**src/include/muldiv_params.svh**
```systemverilog
/*
  Timing counts, decode patterns and field positions for the multiply,
  divide, bit-probe and operand-match unit.
  Assumes a 125 MHz core clock and a host that includes this header by name.
*/
`ifndef MULDIV_PARAMS_SVH
`define MULDIV_PARAMS_SVH

// ----------------------------------------------------------------
// Clock and machine cycle
// ----------------------------------------------------------------
`define CLK_PERIOD_NS 8
`define MACHINE_CYCLE_NS 16

// Execution times in tenths of a machine cycle
`define T_MUL_SHORT_TENTHS 85
`define T_MUL_EXT_TENTHS 95
`define T_BIT_MISS_TENTHS 10
`define T_BIT_HIT_TENTHS 20
`define T_MATCH_MISS_TENTHS 30
`define T_MATCH_HIT_TENTHS 35

// Clock counts: tenths * cycle / (10 * period), at least one clock
`define TENTHS_TO_CLKS(t) \
  ((((t) * `MACHINE_CYCLE_NS) / (10 * `CLK_PERIOD_NS)) < 1 ? 1 : \
   (((t) * `MACHINE_CYCLE_NS) / (10 * `CLK_PERIOD_NS)))
`define CLKS_MUL_SHORT `TENTHS_TO_CLKS(`T_MUL_SHORT_TENTHS)
`define CLKS_MUL_EXT `TENTHS_TO_CLKS(`T_MUL_EXT_TENTHS)
`define CLKS_BIT_MISS `TENTHS_TO_CLKS(`T_BIT_MISS_TENTHS)
`define CLKS_BIT_HIT `TENTHS_TO_CLKS(`T_BIT_HIT_TENTHS)
`define CLKS_MATCH_MISS `TENTHS_TO_CLKS(`T_MATCH_MISS_TENTHS)
`define CLKS_MATCH_HIT `TENTHS_TO_CLKS(`T_MATCH_HIT_TENTHS)
`define CNT_W 8

// ----------------------------------------------------------------
// Opcode patterns (16-bit words)
// ----------------------------------------------------------------
`define OP_MUL_SHORT_HI 4'hE
`define OP_DIV_SHORT_HI 4'hF
`define OP_MUL_IMM 16'h0C70
`define OP_DIV_IMM 16'h0C78
`define OP_EXT_GROUP_HI 12'h0C7
`define OP_BIT_PROBE_HI 10'h034
`define OP_MATCH_HI 10'h036

// ----------------------------------------------------------------
// Field positions in the first word
// ----------------------------------------------------------------
`define F_DIVSEL_BIT 3
`define F_BIT_REG 5
`define F_BIT_VAL 4
`define F_BIT_IDX_HI 3
`define F_MATCH_REG 3

`endif

```
**src/include/muldiv_pkg.sv**
```systemverilog
/*
  Types shared by the execution unit, its checker and the bench models.
  Assumes nothing beyond a SystemVerilog compiler.
*/
package muldiv_pkg;

  typedef enum logic [7:0] {
    OPK_NONE = 8'h01,
    OPK_MUL = 8'h02,
    OPK_DIV = 8'h04,
    OPK_MUL_EXT = 8'h08,
    OPK_DIV_EXT = 8'h10,
    OPK_BIT = 8'h20,
    OPK_MATCH = 8'h40,
    OPK_RSVD = 8'h80
  } op_kind_t;

  typedef enum logic [2:0] {
    ST_IDLE = 3'h1,
    ST_EXEC = 3'h2,
    ST_DONE = 3'h4
  } state_t;

  typedef struct packed {
    logic start;
    logic [15:0] first_word;
    logic [15:0] second_word;
  } request_t;

  typedef struct packed {
    logic [15:0] a;
    logic [15:0] b;
    logic [15:0] r;
  } operands_t;

  typedef struct packed {
    logic done;
    logic a_we;
    logic b_we;
    logic [15:0] a;
    logic [15:0] b;
    logic jump;
    logic [15:0] jump_addr;
    logic skip_two;
  } result_t;

endpackage

```
**src/hdl/signed_arith_core.sv**
```systemverilog
/*
  Signed 16x16 multiply and 32/16 divide, two's complement, combinational.
  Assumes the caller holds the operands stable until it samples the result.
*/
`timescale 1ns/10ps

module signed_arith_core (
  // Operands
  input wire logic [15:0] hi_in,
  input wire logic [15:0] lo_in,
  input wire logic [15:0] r_in,
  // Results
  output logic [15:0] prod_hi,
  output logic [15:0] prod_lo,
  output logic [15:0] quot,
  output logic [15:0] rem,
  output logic div_zero
);

  // ----------------------------------------------------------------
  // Multiply: multiplicand in the low word
  // ----------------------------------------------------------------
  wire logic signed [31:0] product;
  assign product = $signed(lo_in) * $signed(r_in);
  assign prod_hi = product[31:16];
  assign prod_lo = product[15:0];

  // ----------------------------------------------------------------
  // Divide: truncating, remainder takes the dividend sign
  // ----------------------------------------------------------------
  wire logic signed [31:0] dividend;
  wire logic signed [31:0] divisor;
  wire logic signed [31:0] q_full;
  wire logic signed [31:0] r_full;
  assign dividend = $signed({hi_in, lo_in});
  assign divisor = 32'(signed'(r_in));
  assign div_zero = (r_in == 16'h0000);
  assign q_full = div_zero ? 32'sh0000_0000 : dividend / divisor;
  assign r_full = div_zero ? dividend : dividend % divisor;
  assign quot = q_full[15:0];
  assign rem = r_full[15:0];

endmodule

```
**src/hdl/muldiv_bit_test_skip_unit.sv**
```systemverilog
/*
  Optional execution unit: signed multiply/divide in short, immediate and
  extended forms, bit-probe branch and skip on operand match.
  Assumes the host CPU on the same clock presents the instruction words and
  A, B, R values with start, holds them while busy, and applies the result
  on done. R is fetched by the host (immediate word or memory operand).
*/
`timescale 1ns/10ps
`include "muldiv_params.svh"

module muldiv_bit_test_skip_unit (
  // Clock and reset
  input wire logic clock,
  input wire logic reset_n,
  // Instruction from the host
  input wire muldiv_pkg::request_t req,
  input wire muldiv_pkg::operands_t opnd,
  // Status and results to the host
  output logic busy,
  output logic recognised,
  output muldiv_pkg::result_t res
);

  // ----------------------------------------------------------------
  // Reset release
  // ----------------------------------------------------------------
  logic rst_meta_q;
  logic rst_n_q;
  always_ff @(posedge clock or negedge reset_n) begin
    if (!reset_n) begin
      rst_meta_q <= 1'b0;
      rst_n_q <= 1'b0;
    end else begin
      rst_meta_q <= 1'b1;
      rst_n_q <= rst_meta_q;
    end
  end

  // ----------------------------------------------------------------
  // Decode
  // ----------------------------------------------------------------
  wire logic [15:0] w;
  wire logic is_mul_short;
  wire logic is_div_short;
  wire logic is_mul_imm;
  wire logic is_div_imm;
  wire logic is_ext_grp;
  wire logic is_mul_ext;
  wire logic is_div_ext;
  wire logic is_bit;
  wire logic is_match;
  wire muldiv_pkg::op_kind_t kind_dec;

  assign w = req.first_word;
  assign is_mul_short = (w[15:12] == `OP_MUL_SHORT_HI);
  assign is_div_short = (w[15:12] == `OP_DIV_SHORT_HI);
  assign is_mul_imm = (w == `OP_MUL_IMM);
  assign is_div_imm = (w == `OP_DIV_IMM);
  assign is_ext_grp = (w[15:4] == `OP_EXT_GROUP_HI) && (w[2:0] != 3'h0);
  assign is_mul_ext = is_ext_grp && !w[`F_DIVSEL_BIT];
  assign is_div_ext = is_ext_grp && w[`F_DIVSEL_BIT];
  assign is_bit = (w[15:6] == `OP_BIT_PROBE_HI);
  assign is_match = (w[15:6] == `OP_MATCH_HI);

  // Only six instruction kinds are claimed; anything else is left to the host
  assign kind_dec =
    (is_mul_short || is_mul_imm) ? muldiv_pkg::OPK_MUL :
    (is_div_short || is_div_imm) ? muldiv_pkg::OPK_DIV :
    is_mul_ext ? muldiv_pkg::OPK_MUL_EXT :
    is_div_ext ? muldiv_pkg::OPK_DIV_EXT :
    is_bit ? muldiv_pkg::OPK_BIT :
    is_match ? muldiv_pkg::OPK_MATCH : muldiv_pkg::OPK_NONE;
  assign recognised = (kind_dec != muldiv_pkg::OPK_NONE);

  // ----------------------------------------------------------------
  // Condition evaluation
  // ----------------------------------------------------------------
  wire logic [15:0] probe_reg;
  wire logic probe_bit;
  wire logic probe_hit;
  wire logic [15:0] match_reg;
  wire logic match_hit;

  assign probe_reg = w[`F_BIT_REG] ? opnd.b : opnd.a;
  assign probe_bit = probe_reg[w[`F_BIT_IDX_HI:0]];
  assign probe_hit = (probe_bit == w[`F_BIT_VAL]);
  assign match_reg = w[`F_MATCH_REG] ? opnd.b : opnd.a;
  assign match_hit = (match_reg == opnd.r);

  // ----------------------------------------------------------------
  // Execution length per instruction
  // ----------------------------------------------------------------
  logic [`CNT_W-1:0] len_dec;
  always_comb begin
    case (kind_dec)
      muldiv_pkg::OPK_MUL, muldiv_pkg::OPK_DIV: begin
        len_dec = `CNT_W'(`CLKS_MUL_SHORT);
      end
      muldiv_pkg::OPK_MUL_EXT, muldiv_pkg::OPK_DIV_EXT: begin
        len_dec = `CNT_W'(`CLKS_MUL_EXT);
      end
      muldiv_pkg::OPK_BIT: begin
        len_dec = probe_hit ? `CNT_W'(`CLKS_BIT_HIT) : `CNT_W'(`CLKS_BIT_MISS);
      end
      muldiv_pkg::OPK_MATCH: begin
        len_dec = match_hit ? `CNT_W'(`CLKS_MATCH_HIT)
                            : `CNT_W'(`CLKS_MATCH_MISS);
      end
      default: begin
        len_dec = `CNT_W'(1);
      end
    endcase
  end

  // ----------------------------------------------------------------
  // Arithmetic core
  // ----------------------------------------------------------------
  logic [15:0] a_q;
  logic [15:0] b_q;
  logic [15:0] r_q;
  wire logic [15:0] prod_hi;
  wire logic [15:0] prod_lo;
  wire logic [15:0] quot;
  wire logic [15:0] rem;

  signed_arith_core u_core (
    .hi_in(a_q),
    .lo_in(b_q),
    .r_in(r_q),
    .prod_hi(prod_hi),
    .prod_lo(prod_lo),
    .quot(quot),
    .rem(rem),
    .div_zero()
  );

  // ----------------------------------------------------------------
  // Sequencer
  // ----------------------------------------------------------------
  muldiv_pkg::state_t state_q;
  muldiv_pkg::state_t state_d;
  muldiv_pkg::op_kind_t kind_q;
  logic [`CNT_W-1:0] cnt_q;
  logic [15:0] target_q;
  logic hit_q;
  wire logic accept;
  wire logic last;

  assign accept = (state_q == muldiv_pkg::ST_IDLE) && req.start && recognised;
  assign last = (state_q == muldiv_pkg::ST_EXEC) && (cnt_q == `CNT_W'(1));
  assign busy = (state_q != muldiv_pkg::ST_IDLE);

  always_comb begin
    case (state_q)
      muldiv_pkg::ST_IDLE: state_d = accept ? muldiv_pkg::ST_EXEC : muldiv_pkg::ST_IDLE;
      muldiv_pkg::ST_EXEC: state_d = last ? muldiv_pkg::ST_DONE : muldiv_pkg::ST_EXEC;
      muldiv_pkg::ST_DONE: state_d = muldiv_pkg::ST_IDLE;
      default: state_d = muldiv_pkg::ST_IDLE;
    endcase
  end

  always_ff @(posedge clock or negedge rst_n_q) begin
    if (!rst_n_q) begin
      state_q <= muldiv_pkg::ST_IDLE;
      cnt_q <= '0;
    end else begin
      state_q <= state_d;
      if (accept) begin
        cnt_q <= len_dec;
      end else if (state_q == muldiv_pkg::ST_EXEC) begin
        cnt_q <= cnt_q - `CNT_W'(1);
      end
    end
  end

  // Operand capture at acceptance
  always_ff @(posedge clock or negedge rst_n_q) begin
    if (!rst_n_q) begin
      kind_q <= muldiv_pkg::OPK_NONE;
      a_q <= 16'h0000;
      b_q <= 16'h0000;
      r_q <= 16'h0000;
      target_q <= 16'h0000;
      hit_q <= 1'b0;
    end else if (accept) begin
      kind_q <= kind_dec;
      a_q <= opnd.a;
      b_q <= opnd.b;
      r_q <= opnd.r;
      target_q <= req.second_word;
      hit_q <= is_bit ? probe_hit : match_hit;
    end
  end

  // ----------------------------------------------------------------
  // Result register
  // ----------------------------------------------------------------
  wire logic is_mul_k;
  wire logic is_div_k;
  assign is_mul_k = (kind_q == muldiv_pkg::OPK_MUL) || (kind_q == muldiv_pkg::OPK_MUL_EXT);
  assign is_div_k = (kind_q == muldiv_pkg::OPK_DIV) || (kind_q == muldiv_pkg::OPK_DIV_EXT);

  always_ff @(posedge clock or negedge rst_n_q) begin
    if (!rst_n_q) begin
      res <= '0;
    end else if (last) begin
      res.done <= 1'b1;
      res.a_we <= is_mul_k || is_div_k;
      res.b_we <= is_mul_k || is_div_k;
      res.a <= is_div_k ? rem : prod_hi;
      res.b <= is_div_k ? quot : prod_lo;
      res.jump <= (kind_q == muldiv_pkg::OPK_BIT) && hit_q;
      res.jump_addr <= target_q;
      res.skip_two <= (kind_q == muldiv_pkg::OPK_MATCH) && hit_q;
    end else begin
      res.done <= 1'b0;
      res.a_we <= 1'b0;
      res.b_we <= 1'b0;
      res.jump <= 1'b0;
      res.skip_two <= 1'b0;
    end
  end

endmodule

```
**config.mk**
```make
export PLATFORM = sky130hd
export DESIGN_NAME = muldiv_bit_test_skip_unit
export DESIGN_NICKNAME = d
export VERILOG_FILES = /design/src/include/muldiv_pkg.sv /design/src/hdl/signed_arith_core.sv /design/src/hdl/muldiv_bit_test_skip_unit.sv
export VERILOG_INCLUDE_DIRS = /design/src /design/src/include
export SDC_FILE = /design/constraint.sdc
export NUM_CORES = 2
export LEC_CHECK = 0
export ABC_AREA = 1
export ABC_CLOCK_PERIOD_IN_PS = 5250
export BUFFER_PORTS_ARGS = -buffer_cell sky130_fd_sc_hd__buf_2
export CELL_PAD_IN_SITES_DETAIL_PLACEMENT = 1
export CELL_PAD_IN_SITES_GLOBAL_PLACEMENT = 2
export CORE_MARGIN = 3
export CORE_UTILIZATION = 25
export DETAILED_ROUTE_END_ITERATION = 10
export PLACE_DENSITY = 0.64
export SLEW_MARGIN = 25
export SYNTH_ARGS = -nofsm -noshare
export SYNTH_HDL_FRONTEND = slang
export SYNTH_SLANG_ARGS = --single-unit
```
**constraint.sdc**
```tcl
create_clock -name clock -period 5.25 [get_ports clock]
set_input_delay 0.2625 -clock clock [delete_from_list [all_inputs] [get_ports clock]]
set_output_delay 0.2625 -clock clock [all_outputs]
set_load 0.02 [all_outputs]
```
==> flow_metrics.py <==
metrics = {
    "synth": {
        "synth_compound_area_frac": 0.156,
        "synthCells": 7132,
        "seq_area_frac_synth": 0.0732,
        "yosys.area_share.simple": 0.272,
        "synth_top_family_by_area": "adder cells",
        "synth_cell_types": 90,
        "async_reset_ff_frac": 1.00,
        "ys_ff_latch": 136,
        "synth_xor_xnor_area_share": 0.0828,
        "synth_flop_cell": "dfrtp_1",
        "syn_avg_cell_area_um2": 6.53,
        "synth_area_mm2": 0.0465,
        "yosys_warnings": 0,
        "synth.mux.area_fraction": 0.00245,
        "synthAdderAreaFrac": 0.280,
        "synth_edf_count": 0,
    },
    "place": {
        "dpl.cell_count": 11800,
        "io_buffers": 137,
        "post-place-ws_ps": -63610,
        "dp_hpwl_um": 168000,
        "dpl_cell_area_mm2": 0.0678,
        "gp_congestion": 0.844,
    },
    "cells_and_area": {
        "area_delta_synth_final_pct": 65.8,
        "finalInstanceArea_mm2": 0.0772,
        "nets": 11000,
        "drive_gt1_frac": 0.428,
        "final-instance-count-excl-fill": 12500,
        "layout_commonest_cell": "buf_4",
        "fin_util": 0.419,
        "final_cell_mix": "buf_4, nand2_1, inv_1, ha_1, a21oi_1",
    },
    "floorplan": {
        "die-area_mm2": 0.191,
        "coreArea_mm2": 0.184,
        "rows": 157,
        "dieHeight_um": 437,
        "initial_core_util": 0.253,
        "pin_count": 138,
        "die_x_um": 437,
    },
    "global_routing": {
        "grt_pass1_wl_um": 333000,
        "grt_util_all_layers": 0.217,
        "grt-ovfl-total": 0,
        "grt_max_degree": 87,
        "grt_pass1_vias": 61500,
        "antenna_found_initial": 8,
    },
    "drt": {
        "ant_nets": 0,
        "dr.pass1.iters": 5,
        "drt_iter0_markers": 1827,
        "wl_per_cell_um": 17.4,
        "totalWireLength_um": 217000,
        "vias_per_cell": 4.58,
        "vias": 57100,
        "drcViolationCount": 0,
    },
    "status": {
        "outcome": "finished, violations left",
        "violations": "setup timing",
    },
    "worst_setup_path": {
        "crit_required_ps": 5670,
        "worstReg2RegStart": "b_q[1]",
        "cp-start-kind": "flop",
        "r2r_end": "res[47]",
        "slowest_stage": "or4_4",
        "reg2reg_slack_ps": -61580,
        "slowest_delay_ps": 480,
        "cp-end-kind": "flop",
        "crit_arrival_ps": 67250,
        "path_max_fanout": 8,
        "reg2reg_depth": 565,
        "cp_common_cell": "nand2_2",
        "endpoint": "res[47]",
        "cp-startpoint": "b_q[1]",
        "worstSetupPathType": "reg -> reg",
    },
    "clocking": {
        "clkSinkCount": 136,
        "htreeDepth": 4,
        "clockBufferDepth": 2,
        "cts_root_buf": "clkbuf_16",
        "clkLatencyLatePin_ps": 500,
        "cts.clk_slew.worst_paths_ps": 80,
        "cts_tree": "done",
        "cts_buffers": 17,
    },
    "sta": {
        "period_needed_ps": 66830,
        "fmax_mhz": 15.0,
        "hold_violations": 0,
        "fin_skew_ps": 17.9,
        "tightestPinTransition_ps": 1070,
        "rsz0062_at_grt": "yes",
        "slew_violations": 0,
        "fin_ws_ps": -61580,
        "fin_crit_sh": 12.7,
        "setup_viol_count_final": 32,
        "maxSlewHeadroom": 0.284,
    },
    "run": {
        "drv_cap": 0,
    },
    "hold_path": {
        "holdPathStages": 3,
        "min_path_type": "in -> reg",
    },
}
[stage by stage]
step / hold WS, ps / TNS (ps)
after floorplan: -33.1 / -1761830
after global placement: 47.7 / -1928070
after detailed placement: 49.2 / -2018000
after CTS: 12.8 / -1918300
after global routing: 35.3 / -2115800
final: 41.4 / -1957560
[worst max-delay path: cells and delay by family (launching register included)]
family | cells | cell delay (ps)
compound gates | 169 | 23380
simple gates | 237 | 21310
flops | 1 | 390
fa+ha+maj | 31 | 8060
buf+inv | 125 | 12940
xor+xnor | 3 | 410
[state kept, by name (all words and copies together) (netlist names), 2 cells and up]
signal	count
b_q	16
res	52
target_q	16
kind_q	7
r_q	16
a_q	16
cnt_q	8
state_q	2
[cell type report]
class                      count  area, um^2
clock inverter                15         191
clock buffer                  17         425
multi-input combinational   5689       43300
inverter                    1243        4770
sequential                   136        3410
timing repair inverter         1        6.26
fill                       23200      107000
antenna                        4        10.0
tap                         2464        3080
timing repair buffer        2898       22000
[how the worst min path moves through the flow]
stage                     slack (ps)    endpoint      from
final                             40      b_q[7]  opnd[23]
after global routing              40      b_q[7]  opnd[23]
after CTS                         10     b_q[12]  opnd[28]
after detailed placement          50  rst_meta_q   reset_n
after global placement            50  rst_meta_q   reset_n
after floorplan                  -30  rst_meta_q   reset_n
[timing repair]
action                                  CTS  global route
endpoints found under the setup margin   32            32
endpoints found under the hold margin    21             0
buffers inserted                        359           205
cloned                                    2             2
gates resized for setup                 325           658
pin swaps                               280           558
hold buffers                             20             0
[cell usage after synthesis (48+ instances only)]
| cell type | count | area share |
|---|---|---|
| xor2_1 | 266 | 0.050 |
| o21ai_2 | 61 | 0.011 |
| nand2_1 | 2048 | 0.17 |
| fa_1 | 263 | 0.11 |
| o21ai_0 | 334 | 0.036 |
| a21oi_1 | 466 | 0.050 |
| o21ai_1 | 69 | 0.0074 |
| nor3_1 | 57 | 0.0061 |
| inv_1 | 1187 | 0.096 |
| or2_2 | 81 | 0.011 |
| xnor2_1 | 174 | 0.033 |
| nor2_1 | 336 | 0.027 |
| nand3_1 | 254 | 0.027 |
| clkbuf_1 | 70 | 0.0056 |
| nand2_2 | 48 | 0.0065 |
| dfrtp_1 | 134 | 0.072 |
| ha_1 | 619 | 0.17 |
[metal layers]
metal | track usage | wire [um]
met5 | 0 | 21
met4 | 0.0566 | 6390
met3 | 0.0166 | 4540
met2 | 0.399 | 111000
met1 | 0.272 | 95900
[cells by family (layout without fill, tap and decap cells)]
logic type,count (synthesis),after routing
XOR/XNOR,440,440
multiplexers,11,11
buffers and inverters,1443,4174
adder cells (fa/ha/maj),882,882
flip-flops,136,136
other,1,141
AO/OA/AOI/OAI,1229,1229
AND/OR/NAND/NOR,2990,2990
Power is left out: the tool's default activity adds up to more than one toggle a clock period on the data nets, which glitch-free logic cannot reach.
